==> src/sdic_pkg.sv <==
// Package: constants and types for the serial converter input control
package sdic_pkg;

    // ------------------------------------------------------------
    // Word layout
    // ------------------------------------------------------------
    localparam int WORD_BITS = 16;
    localparam int CODE_BITS = 12;
    localparam int MODE_HI_POS = 13;
    localparam int MODE_LO_POS = 12;
    localparam int CODE_MSB = 11;
    localparam int CODE_LSB = 0;
    localparam int BITCNT_W = 5;
    localparam logic [BITCNT_W-1:0] LAST_BIT = 5'h0f;
    localparam logic [CODE_BITS-1:0] CODE_RESET = 12'h000;
    localparam logic [WORD_BITS-1:0] SHIFT_RESET = 16'h0000;

    // ------------------------------------------------------------
    // Timing
    // ------------------------------------------------------------
    localparam int CLK_PERIOD_PS = 40000;
    localparam int WAKE_TIME_NS = 2500;
    localparam int WAKE_CYCLES = (WAKE_TIME_NS * 1000 + CLK_PERIOD_PS - 1) / CLK_PERIOD_PS;
    localparam int WAKE_W = 8;

    // ------------------------------------------------------------
    // Power modes
    // ------------------------------------------------------------
    typedef enum logic [1:0] {
        SDIC_PM_NORMAL = 2'h0,
        SDIC_PM_1K = 2'h1,
        SDIC_PM_100K = 2'h2,
        SDIC_PM_HIZ = 2'h3
    } sdic_pmode_t;

    // Converter state shown to the analog side
    typedef struct packed {
        sdic_pmode_t mode;
        logic [CODE_BITS-1:0] code;
    } sdic_conv_t;

    // Synchronised link pins
    typedef struct packed {
        logic frame_n;
        logic sclk;
        logic sdata;
    } sdic_link_t;

endpackage

==> src/sdic_sync.sv <==
// Two-flop synchroniser for the link pins
`timescale 1ns/1ps
module sdic_sync
    import sdic_pkg::*;
(
    // Clock and reset
    input wire logic sys_clk,
    input wire logic rst_n,
    // Pins in, synchronised out
    input wire sdic_link_t pins,
    output sdic_link_t synced
);
    sdic_link_t meta_r;
    sdic_link_t meta_nxt;
    sdic_link_t sync_r;
    sdic_link_t sync_nxt;

    always_comb
    begin
        meta_nxt = pins;
        sync_nxt = meta_r;
        // First stage takes the raw pins only, reset acts on the second
        if (!rst_n)
        begin
            sync_nxt = '{frame_n: 1'b1, sclk: 1'b1, sdata: 1'b0};
        end
    end

    always_ff @(posedge sys_clk)
    begin
        meta_r <= meta_nxt;
        sync_r <= sync_nxt;
    end

    assign synced = sync_r;
endmodule // sdic_sync

==> src/sdic_core.sv <==
// Serial input control of a 12-bit voltage-output converter
`timescale 1ns/1ps
module sdic_core
    import sdic_pkg::*;
(
    // Clock and reset
    input wire logic sys_clk,
    input wire logic rst_n,
    // Serial link pins
    input wire logic frame_n,
    input wire logic shift_clk,
    input wire logic sdata,
    // Converter controls
    output logic [CODE_BITS-1:0] conv_code,
    output sdic_pmode_t power_mode,
    output logic amp_enable,
    output logic term_1k,
    output logic term_100k,
    output logic out_valid,
    output logic word_done
);
    // ------------------------------------------------------------
    // Pin synchronisation
    // ------------------------------------------------------------
    sdic_link_t link;
    sdic_link_t prev_r;
    sdic_link_t prev_nxt;

    sdic_link_t pin_bus;
    assign pin_bus = '{frame_n: frame_n, sclk: shift_clk, sdata: sdata};

    sdic_sync u_sync (
        .sys_clk(sys_clk),
        .rst_n(rst_n),
        .pins(pin_bus),
        .synced(link)
    );

    logic sclk_fall;
    logic frame_fall;
    logic frame_rise;
    assign sclk_fall = prev_r.sclk && !link.sclk;
    assign frame_fall = prev_r.frame_n && !link.frame_n;
    assign frame_rise = !prev_r.frame_n && link.frame_n;

    // ------------------------------------------------------------
    // Frame state
    // ------------------------------------------------------------
    typedef enum logic [2:0] {
        ST_IDLE = 3'h1,
        ST_SHIFT = 3'h2,
        ST_DONE = 3'h4
    } sdic_state_t;

    sdic_state_t state_r;
    sdic_state_t state_nxt;
    logic [WORD_BITS-1:0] shift_r;
    logic [WORD_BITS-1:0] shift_nxt;
    logic [BITCNT_W-1:0] cnt_r;
    logic [BITCNT_W-1:0] cnt_nxt;
    sdic_conv_t conv_r;
    sdic_conv_t conv_nxt;
    logic done_r;
    logic done_nxt;
    logic [WAKE_W-1:0] wake_r;
    logic [WAKE_W-1:0] wake_nxt;
    logic valid_r;
    logic valid_nxt;
    logic [WORD_BITS-1:0] word;

    if (WAKE_CYCLES < 1 || WAKE_CYCLES >= (1 << WAKE_W))
    begin : g_wake_check
        $error("Wake count does not fit its counter");
    end

    always_comb
    begin
        prev_nxt = link;
        state_nxt = state_r;
        shift_nxt = shift_r;
        cnt_nxt = cnt_r;
        conv_nxt = conv_r;
        done_nxt = 1'b0;
        wake_nxt = wake_r;
        word = {shift_r[WORD_BITS-2:0], link.sdata};
        unique case (state_r)
            ST_IDLE:
            begin
                if (frame_fall)
                begin
                    state_nxt = ST_SHIFT;
                    shift_nxt = SHIFT_RESET;
                    cnt_nxt = '0;
                end
            end
            ST_SHIFT:
            begin
                if (frame_rise)
                begin
                    state_nxt = ST_IDLE;
                    shift_nxt = SHIFT_RESET;
                    cnt_nxt = '0;
                end
                else if (sclk_fall)
                begin
                    shift_nxt = word;
                    cnt_nxt = cnt_r + 5'h01;
                    if (cnt_r == LAST_BIT)
                    begin
                        state_nxt = ST_DONE;
                        // Top two bits dropped
                        conv_nxt.mode = sdic_pmode_t'({word[MODE_HI_POS],
                            word[MODE_LO_POS]});
                        conv_nxt.code = word[CODE_MSB:CODE_LSB];
                        done_nxt = 1'b1;
                    end
                end
            end
            ST_DONE:
            begin
                if (frame_rise)
                    state_nxt = ST_IDLE;
            end
            default:
                state_nxt = ST_IDLE;
        endcase
        // Wake recovery countdown
        if (conv_nxt.mode != SDIC_PM_NORMAL)
            wake_nxt = WAKE_W'(WAKE_CYCLES);
        else if (wake_r != '0)
            wake_nxt = wake_r - 8'h01;
        // Old count used so the full recovery time elapses
        valid_nxt = (conv_nxt.mode == SDIC_PM_NORMAL) && (wake_r == '0);
        if (!rst_n)
        begin
            prev_nxt = '{frame_n: 1'b1, sclk: 1'b1, sdata: 1'b0};
            state_nxt = ST_IDLE;
            shift_nxt = SHIFT_RESET;
            cnt_nxt = '0;
            conv_nxt = '{mode: SDIC_PM_NORMAL, code: CODE_RESET};
            done_nxt = 1'b0;
            wake_nxt = '0;
            valid_nxt = 1'b1;
        end
    end

    always_ff @(posedge sys_clk)
    begin
        prev_r <= prev_nxt;
        state_r <= state_nxt;
        shift_r <= shift_nxt;
        cnt_r <= cnt_nxt;
        conv_r <= conv_nxt;
        done_r <= done_nxt;
        wake_r <= wake_nxt;
        valid_r <= valid_nxt;
    end

    // ------------------------------------------------------------
    // Output stage controls
    // ------------------------------------------------------------
    logic amp_r;
    logic amp_nxt;
    logic t1k_r;
    logic t1k_nxt;
    logic t100k_r;
    logic t100k_nxt;

    // Reset forces normal mode, so these follow it without a reset term
    always_comb
    begin
        amp_nxt = (conv_nxt.mode == SDIC_PM_NORMAL);
        t1k_nxt = (conv_nxt.mode == SDIC_PM_1K);
        t100k_nxt = (conv_nxt.mode == SDIC_PM_100K);
    end

    always_ff @(posedge sys_clk)
    begin
        amp_r <= amp_nxt;
        t1k_r <= t1k_nxt;
        t100k_r <= t100k_nxt;
    end

    assign conv_code = conv_r.code;
    assign power_mode = conv_r.mode;
    assign amp_enable = amp_r;
    assign term_1k = t1k_r;
    assign term_100k = t100k_r;
    assign out_valid = valid_r;
    assign word_done = done_r;

    // ------------------------------------------------------------
    // Assertions
    // ------------------------------------------------------------
    a_abort_keeps: assert property (@(posedge sys_clk) disable iff (!rst_n)
        (state_r == ST_SHIFT && frame_rise) |=> $stable(conv_r))
        else $error("Aborted frame changed converter state");
    a_abort_clears: assert property (@(posedge sys_clk) disable iff (!rst_n)
        (state_r == ST_SHIFT && frame_rise) |=> (shift_r == '0 && state_r == ST_IDLE))
        else $error("Abort did not clear shifter");
    a_done_ignore: assert property (@(posedge sys_clk) disable iff (!rst_n)
        (state_r == ST_DONE) |=> $stable(conv_r))
        else $error("Edge after execution changed state");
    a_exec_code: assert property (@(posedge sys_clk) disable iff (!rst_n)
        word_done |-> (conv_code == $past(word[CODE_MSB:CODE_LSB])))
        else $error("Executed code mismatch");
    a_exec_sixteen: assert property (@(posedge sys_clk) disable iff (!rst_n)
        word_done |-> ($past(cnt_r) == LAST_BIT))
        else $error("Execution not on sixteenth edge");
    a_only_on_done: assert property (@(posedge sys_clk) disable iff (!rst_n)
        !word_done |-> $stable(conv_r))
        else $error("Converter changed without execution");
    a_start_fall: assert property (@(posedge sys_clk) disable iff (!rst_n)
        (state_r == ST_IDLE && !frame_fall) |=> state_r == ST_IDLE)
        else $error("Frame started without select fall");
    a_term_mode: assert property (@(posedge sys_clk) disable iff (!rst_n)
        (power_mode != SDIC_PM_NORMAL) |-> !amp_enable)
        else $error("Amplifier on in power-down");
    a_wake_time: assert property (@(posedge sys_clk) disable iff (!rst_n)
        $rose(amp_enable) |-> !out_valid [*8])
        else $error("Output valid before recovery");
    a_wake_exact: assert property (@(posedge sys_clk) disable iff (!rst_n)
        $rose(amp_enable) |-> ##62 !out_valid ##1 out_valid)
        else $error("Output valid not at end of recovery");
    a_reset_zero: assert property (@(posedge sys_clk)
        $rose(rst_n) |-> (conv_code == CODE_RESET))
        else $error("Code not zero after reset");

    c_write: cover property (@(posedge sys_clk) disable iff (!rst_n) word_done);
    c_abort: cover property (@(posedge sys_clk) disable iff (!rst_n)
        state_r == ST_SHIFT && frame_rise);
    c_pdown: cover property (@(posedge sys_clk) disable iff (!rst_n)
        power_mode == SDIC_PM_HIZ);
    c_wake: cover property (@(posedge sys_clk) disable iff (!rst_n) $rose(out_valid));
endmodule // sdic_core

==> config.mk <==
export PLATFORM = sky130hd
export DESIGN_NAME = sdic_core
export DESIGN_NICKNAME = d
export VERILOG_FILES = /design/src/sdic_pkg.sv /design/src/sdic_sync.sv /design/src/sdic_core.sv
export SDC_FILE = /design/constraint.sdc
export NUM_CORES = 1
export LEC_CHECK = 0
export BUFFER_PORTS_ARGS = -buffer_cell sky130_fd_sc_hd__buf_2
export CAP_MARGIN = 30
export CORE_ASPECT_RATIO = 0.75
export CORE_MARGIN = 5
export CORE_UTILIZATION = 54
export CTS_BUF_LIST = sky130_fd_sc_hd__clkbuf_4 sky130_fd_sc_hd__clkbuf_8
export DETAILED_ROUTE_END_ITERATION = 10
export GPL_TIMING_DRIVEN = 0
export PLACE_DENSITY_LB_ADDON = 0.08
export SLEW_MARGIN = 40
export SYNTH_ARGS = -nofsm -noshare
export SYNTH_HDL_FRONTEND = slang
export SYNTH_SLANG_ARGS = --single-unit
==> constraint.sdc <==
create_clock -name sys_clk -period 1.9 [get_ports sys_clk]
set_clock_uncertainty 0.05 [all_clocks]
set_input_delay 0.19 -clock sys_clk [delete_from_list [all_inputs] [get_ports sys_clk]]
set_output_delay 0.19 -clock sys_clk [all_outputs]
set_load 0.05 [all_outputs]
==> metrics.yaml, run 1 <==
final_layout:
  fill_cells: 317
  stdcell_count: 311
  antenna_cells: 0
  drive_above_1_share_pct: 27.0
  most-common-layout-cells: "dfxtp_1 (54), buf_2 (25), nand2_1 (21)"
  area_growth_pct: 18.9
  fin_nets: 268
  final_common_cell: "dfxtp_1"
synthesis:
  seq_area_frac_synth_pct: 51.9
  yosys.area.top_type: "dfxtp_1"
  yosysTopAreaCellShare_pct: 51.9
  ys.warnings.count: 0
  synth_cells: 220
  syn_nets: 230
  synth_cell_types: 35
  ys_async_sr_fraction_pct: 0
  syn_area_per_cell_um2: 9.83
  synth_area_um2: 2160
  synth-main-ff-cell: "dfxtp_1"
  synth_seq_cells: 56
  synth_edf_count: 0
  synthTopCellsByArea: "dfxtp_1 (52%), o221a_2 (5.7%), a21oi_1 (4.6%)"
cts:
  clock-sinks: 56
  numCtsBuffers: 5
  htreeDepth: 2
  clk_pin_slew_ns: 0.10
  clk_latency_ns: 0.31
  cts-root-buf: "clkbuf_8"
  cts_tree: "built"
  clk_path_buf_depth: 2
timing:
  slew_viol_final: 0
  final-hold-violation-count: 0
  timing.final.crit_share_pct: 94.5
  hold_ws_ns: 0.0599
  tightestPinTransition_ns: 0.549
  maxSlewHeadroom_pct: 63.0
  setup_viol: 0
  fmax_ghz: 0.557
  layout_min_cycle_time_ns: 1.80
  rsz0062_at_grt: "no"
placed_design:
  place_inst: 295
  port_buffers: 23
  gp_congestion: 0.824
  dp_hpwl_um: 2930
run:
  drv_cap: 0
routing:
  vias_per_cell: 5.48
  postRouteAntennaNets: 0
  dr.pass1.iters: 4
  drc_errors: 0
  wl_um: 4330
  vias: 1705
  wire_per_inst_um: 13.9
  first_iter_violations: 122
power_and_ir_drop:
  power_frac_comb_pct: 21.7
  switching_power_uw: 794
  p_int_mw: 1.78
  leakagePower_nw: 1.02
  ir_worst_vdd_mv: 1.06
  power.density_nw_per_um2: 1000
  p_sw_share_pct: 30.9
  clkPwrFrac_pct: 25.4
  power_frac_seq_pct: 52.9
global_route:
  grt_pass1_vias: 1529
  antenna_found_initial: 0
  grtUsageTotal_pct: 16.4
  grt_pass1_wl_um: 7140
  grt_overflow_total: 0
  grt_max_degree: 19
setup_path:
  cp.arrival_ns: 1.96
  start_kind: "flip-flop"
  end_kind: "flip-flop"
  crit_type: "flip-flop to flip-flop"
  worstPathRequired_ns: 2.06
  worstPathMaxFanout: 6
worst_hold_path:
  hold_path.class: "input pin to flip-flop"
floorplanning:
  core_region_area_um2: 3760
  start_util_pct: 57.6
  fp.dieW_um: 83.1
  row_count: 19
  die_h_um: 64.8
  io_pins: 24
  die-area_um2: 5380
run_status:
  status: "finished, final reports clean"
## registers in the layout, indices dropped and copies added (netlist names)
| signal | cells |
|---|---|
| term_1k | 1 |
| out_valid | 1 |
| u_sync.synced | 3 |
| term_100k | 1 |
| u_sync.meta_r | 3 |
| power_mode | 2 |
| cnt_r | 5 |
| word_done | 1 |
| prev_r | 2 |
| amp_enable | 1 |
| conv_code | 12 |
| state_r | 3 |
| wake_r | 8 |
| shift_r | 13 |
## metrics by stage
| step | cell area [um2] | setup WS (ns) | util, % | power (mW) | setup TNS, ns |
|---|---|---|---|---|---|
| 2_1_floorplan | 2160 | 0.0435 | - | 1.79 | 0 |
| 3_3_place_gp | 2340 | -0.237 | 62.4 | 1.89 | -2.52 |
| 3_5_place_dp | 2340 | -0.215 | 62.4 | 1.90 | -1.93 |
| 4_1_cts | 2510 | 0.0106 | 66.7 | 2.55 | 0 |
| 5_1_grt | 2570 | 0.00489 | 68.4 | 2.72 | 0 |
| 6_report | 2570 | 0.104 | 68.4 | 2.57 | 0 |
## worst max-delay path: stages, from the launching register on
cell     delay, ns
dfxtp_2       0.36
ha_2          0.18
and3_4        0.20
ha_2          0.19
nand4_1       0.15
mux2i_4       0.28
nand2_4       0.11
o21a_1        0.19
## power groups by stage
stage | sequential (mW) | combinational (mW) | clock (mW)
after global placement | 1.38 | 0.512 | 0
after CTS | 1.35 | 0.529 | 0.670
after global routing | 1.37 | 0.618 | 0.732
after floorplan | 1.39 | 0.396 | 0
after detailed placement | 1.37 | 0.522 | 0
final | 1.36 | 0.559 | 0.654
## cells in the mapped netlist (4+ instances only)
library cell / number
a21oi_1: 20
a31oi_1: 6
and3_1: 4
clkbuf_1: 7
dfxtp_1: 56
ha_1: 5
inv_1: 5
nand2_1: 21
nand2b_1: 6
nand3_1: 15
nor2_1: 14
nor3_1: 8
o21ai_0: 4
o221a_2: 11
## final cells by class
type / instances / area (um2) / share of cell area [%]
buffer: 10 / 52.6 / 2.04
sequential: 56 / 1120 / 43.7
inverter: 5 / 18.8 / 0.730
clock buffer: 5 / 68.8 / 2.68
clock inverter: 3 / 23.8 / 0.925
multi-input combinational: 148 / 1030 / 40.0
timing repair buffer: 32 / 190 / 7.40
tap: 52 / 65.1 / 2.53
## what timing repair did
| item | 4_1_cts | 5_1_grt |
|---|---|---|
| endpoints found under the setup margin | 22 | 26 |
| setup buffers | 4 | 2 |
| pin swaps | 0 | 1 |
| resized for setup | 2 | 14 |
| endpoints found under the hold margin | 3 | 0 |
| hold buffers | 3 | 0 |
## logic make-up (layout without fill, tap and decap cells)
kind of cell | count (synthesis) | after routing | share of synthesized area (%)
fa+ha+maj | 5 | 5 | 2.89
flops | 56 | 56 | 51.9
compound gates | 51 | 51 | 16.6
mux | 6 | 6 | 3.99
buf+inv | 16 | 55 | 3.30
simple gates | 80 | 80 | 19.0
xor+xnor | 6 | 6 | 2.43
## routing by layer
metal	global-route usage, %	up-vias	routed length [um]
li1	-	859	-
met1	22.3	787	2150
met2	24.8	49	1880
met3	4.56	10	230
met4	6.33	0	72
met5	0	-	0
## path summary, 6_finish.rpt
| check | from | end | slack [ns] | cells past startpoint |
|---|---|---|---|---|
| setup / recovery | cnt_r[0] | wake_r[1] | 0.10 | 7 |
| hold / removal | rst_n | prev_r[1] | 0.06 | 2 |
| setup reg to reg | cnt_r[0] | wake_r[1] | 0.10 | 7 |
| hold reg to reg | u_sync.meta_r[2] | u_sync.synced[2] | 0.37 | 1 |
No activity file was read; power rests on OpenSTA's default activity.
==> run 2: changes to the inputs <==
--- a/config.mk
+++ b/config.mk
@@ -9,7 +9,7 @@
 export CAP_MARGIN = 30
 export CORE_ASPECT_RATIO = 0.75
 export CORE_MARGIN = 5
-export CORE_UTILIZATION = 54
+export CORE_UTILIZATION = 55
 export CTS_BUF_LIST = sky130_fd_sc_hd__clkbuf_4 sky130_fd_sc_hd__clkbuf_8
 export DETAILED_ROUTE_END_ITERATION = 10
 export GPL_TIMING_DRIVEN = 0
==> constraint.sdc (replaced) <==
create_clock -name sys_clk -period 2 [get_ports sys_clk]
set_clock_uncertainty 0.05 [all_clocks]
set_input_delay 0.2 -clock sys_clk [delete_from_list [all_inputs] [get_ports sys_clk]]
set_output_delay 0.2 -clock sys_clk [all_outputs]
set_load 0.05 [all_outputs]
==> run 2 against run 1 <==
Cell area fell by 1.6%. Worst hold slack gained 0.028 ns. Via count is 3.1% lower. Wire length decreased by 3.4%. First-iteration DRC count fell by 21%. Die area decreased by 1.6%. Critical path depth unchanged. Count of clock-buffer cells in the layout rose by 1. Sequential power decreased by 5%. Power is 6.3% lower. Critical endpoint is now wake_r[2].
==> metrics.yaml, run 2 (synthesis results as in run 1) <==
run_status:
  status: "finished, final reports clean"
final_layout:
  final_common_cell: "dfxtp_1"
  stdcell_count: 310
  regMostFlops: "shift_r"
  utilization_pct: 67.8
  area_growth_pct: 17.0
  most-common-layout-cells: "dfxtp_1 (55), buf_2 (26), nand2_1 (21)"
  antenna_cells: 0
  drive_above_1_share_pct: 23.6
  fin_nets: 267
  largest_reg_flops: 13
power_and_ir_drop:
  power.density_nw_per_um2: 953
  ir_worst_vdd_mv: 0.847
  leakagePower_nw: 1.02
cts:
  cts_tree: "built"
  clk_path_buf_depth: 2
  htreeDepth: 2
  clk_latency_ns: 0.30
  clock-sinks: 56
  cts-root-buf: "clkbuf_8"
  clk_pin_slew_ns: 0.09
  numCtsBuffers: 5
global_route:
  use_met3_pct: 5.34
  grt_max_degree: 17
  met1_usage_pct: 24.4
  grt_pass1_vias: 1564
  top_usage_layer: "met2"
  antenna_found_initial: 0
  grtUsageTotal_pct: 17.2
  grt_use_met2_pct: 25.6
  grt_pass1_wl_um: 7180
  grt_overflow_total: 0
setup_path:
  worstReg2RegEnd: "wake_r[2]"
  cp.arrival_ns: 2.02
  crit_type: "flip-flop to flip-flop"
  reg2reg_depth: 7
  worstPathMaxFanout: 6
  start_kind: "flip-flop"
  cp_slowest_cell: "dfxtp_2"
  worstPathCellList: "ha_1 > and3_4 > ha_1 > nand4_1 > mux2i_4 > nand2_4 > o21a_1"
  crit_top_cell: "ha_1"
  end_kind: "flip-flop"
  rrSetupSlack_ns: 0.13
  worstPathRequired_ns: 2.15
  crit_end: "wake_r[2]"
  startpoint: "cnt_r[0]"
  r2r-start: "cnt_r[0]"
  max_stage_delay_ns: 0.35
placed_design:
  place_inst: 295
  dp_hpwl_um: 2870
  port_buffers: 23
  gp_congestion: 0.800
floorplanning:
  die-area_um2: 5300
  die_h_um: 64.3
  core_region_area_um2: 3730
  row_count: 19
  fp.dieW_um: 82.4
  io_pins: 24
  start_util_pct: 57.9
timing:
  rsz0062_at_grt: "no"
  slew_viol_final: 0
  fin_setup_tns_ns: 0
  tightestPinTransition_ns: 0.504
  layout_min_cycle_time_ns: 1.87
  maxSlewHeadroom_pct: 66.1
  final-hold-violation-count: 0
  fmax_ghz: 0.535
  timing.final.crit_share_pct: 93.5
  setup_viol: 0
routing:
  dr.pass1.iters: 4
  vias_per_cell: 5.33
  first_iter_violations: 96
  drc_errors: 0
  wire_per_inst_um: 13.5
  vias: 1652
  postRouteAntennaNets: 0
  wl_um: 4180
worst_hold_path:
  hold_path.class: "input pin to flip-flop"
run:
  drv_cap: 0
run 2: repair_timing:
action	4_1_cts	5_1_grt
gates cloned	0	0
hold endpoints to repair	3	0
hold buffers	3	0
endpoints found under the setup margin	21	22
buffers inserted	2	2
resized for setup	2	5
run 2: where the power goes:
group	switching, mW	internal [mW]
sequential	0.0845	1.21
combinational	0.279	0.225
clock	0.340	0.277
total	0.703	1.71
run 2: critical path: cells and delay by family, from the launching register on:
family | cells | cell delay (ns)
simple gates | 3 | 0.44
fa+ha+maj | 2 | 0.41
flops | 1 | 0.35
mux | 1 | 0.34
compound gates | 1 | 0.19
run 2: layer usage:
layer  wire length (um)  part of all wire (%)
met1               2190                    52
met4                 26                  0.62
met3                204                   4.9
met5                  0                     0
met2               1750                    42
run 2: through the flow:
stage	hold WS (ns)	area, um2	total power [mW]	setup slack (ns)
6_report	0.0879	2530	2.41	0.131
5_1_grt	0.0732	2530	2.56	0.0109
4_1_cts	0.0750	2490	2.42	0.0408
3_5_place_dp	0.254	2340	1.80	-0.142
3_3_place_gp	0.254	2340	1.79	-0.145
2_1_floorplan	0.178	2160	1.70	0.143
run 2: cell type report:
type	instances	area, um2
Fill cell	310	1200
Sequential cell	56	1120
Multi-Input combinational cell	148	1000
Timing Repair Buffer	30	175
Clock buffer	6	82.6
Tap cell	52	65.1
Buffer	11	53.8
Inverter	5	18.8
Clock inverter	2	10.0
run 2: worst min path at each step:
| stage | slack, ns | depth (start not counted) | from | to |
|---|---|---|---|---|
| finish | 0.09 | 2 | rst_n | prev_r[2] |
| global route | 0.07 | 2 | rst_n | prev_r[1] |
| CTS | 0.07 | 2 | rst_n | prev_r[2] |
| detailed placement | 0.25 | 1 | sdata | u_sync.meta_r[0] |
| global placement | 0.25 | 1 | shift_clk | u_sync.meta_r[1] |
| floorplan | 0.18 | 0 | sdata | u_sync.meta_r[0] |
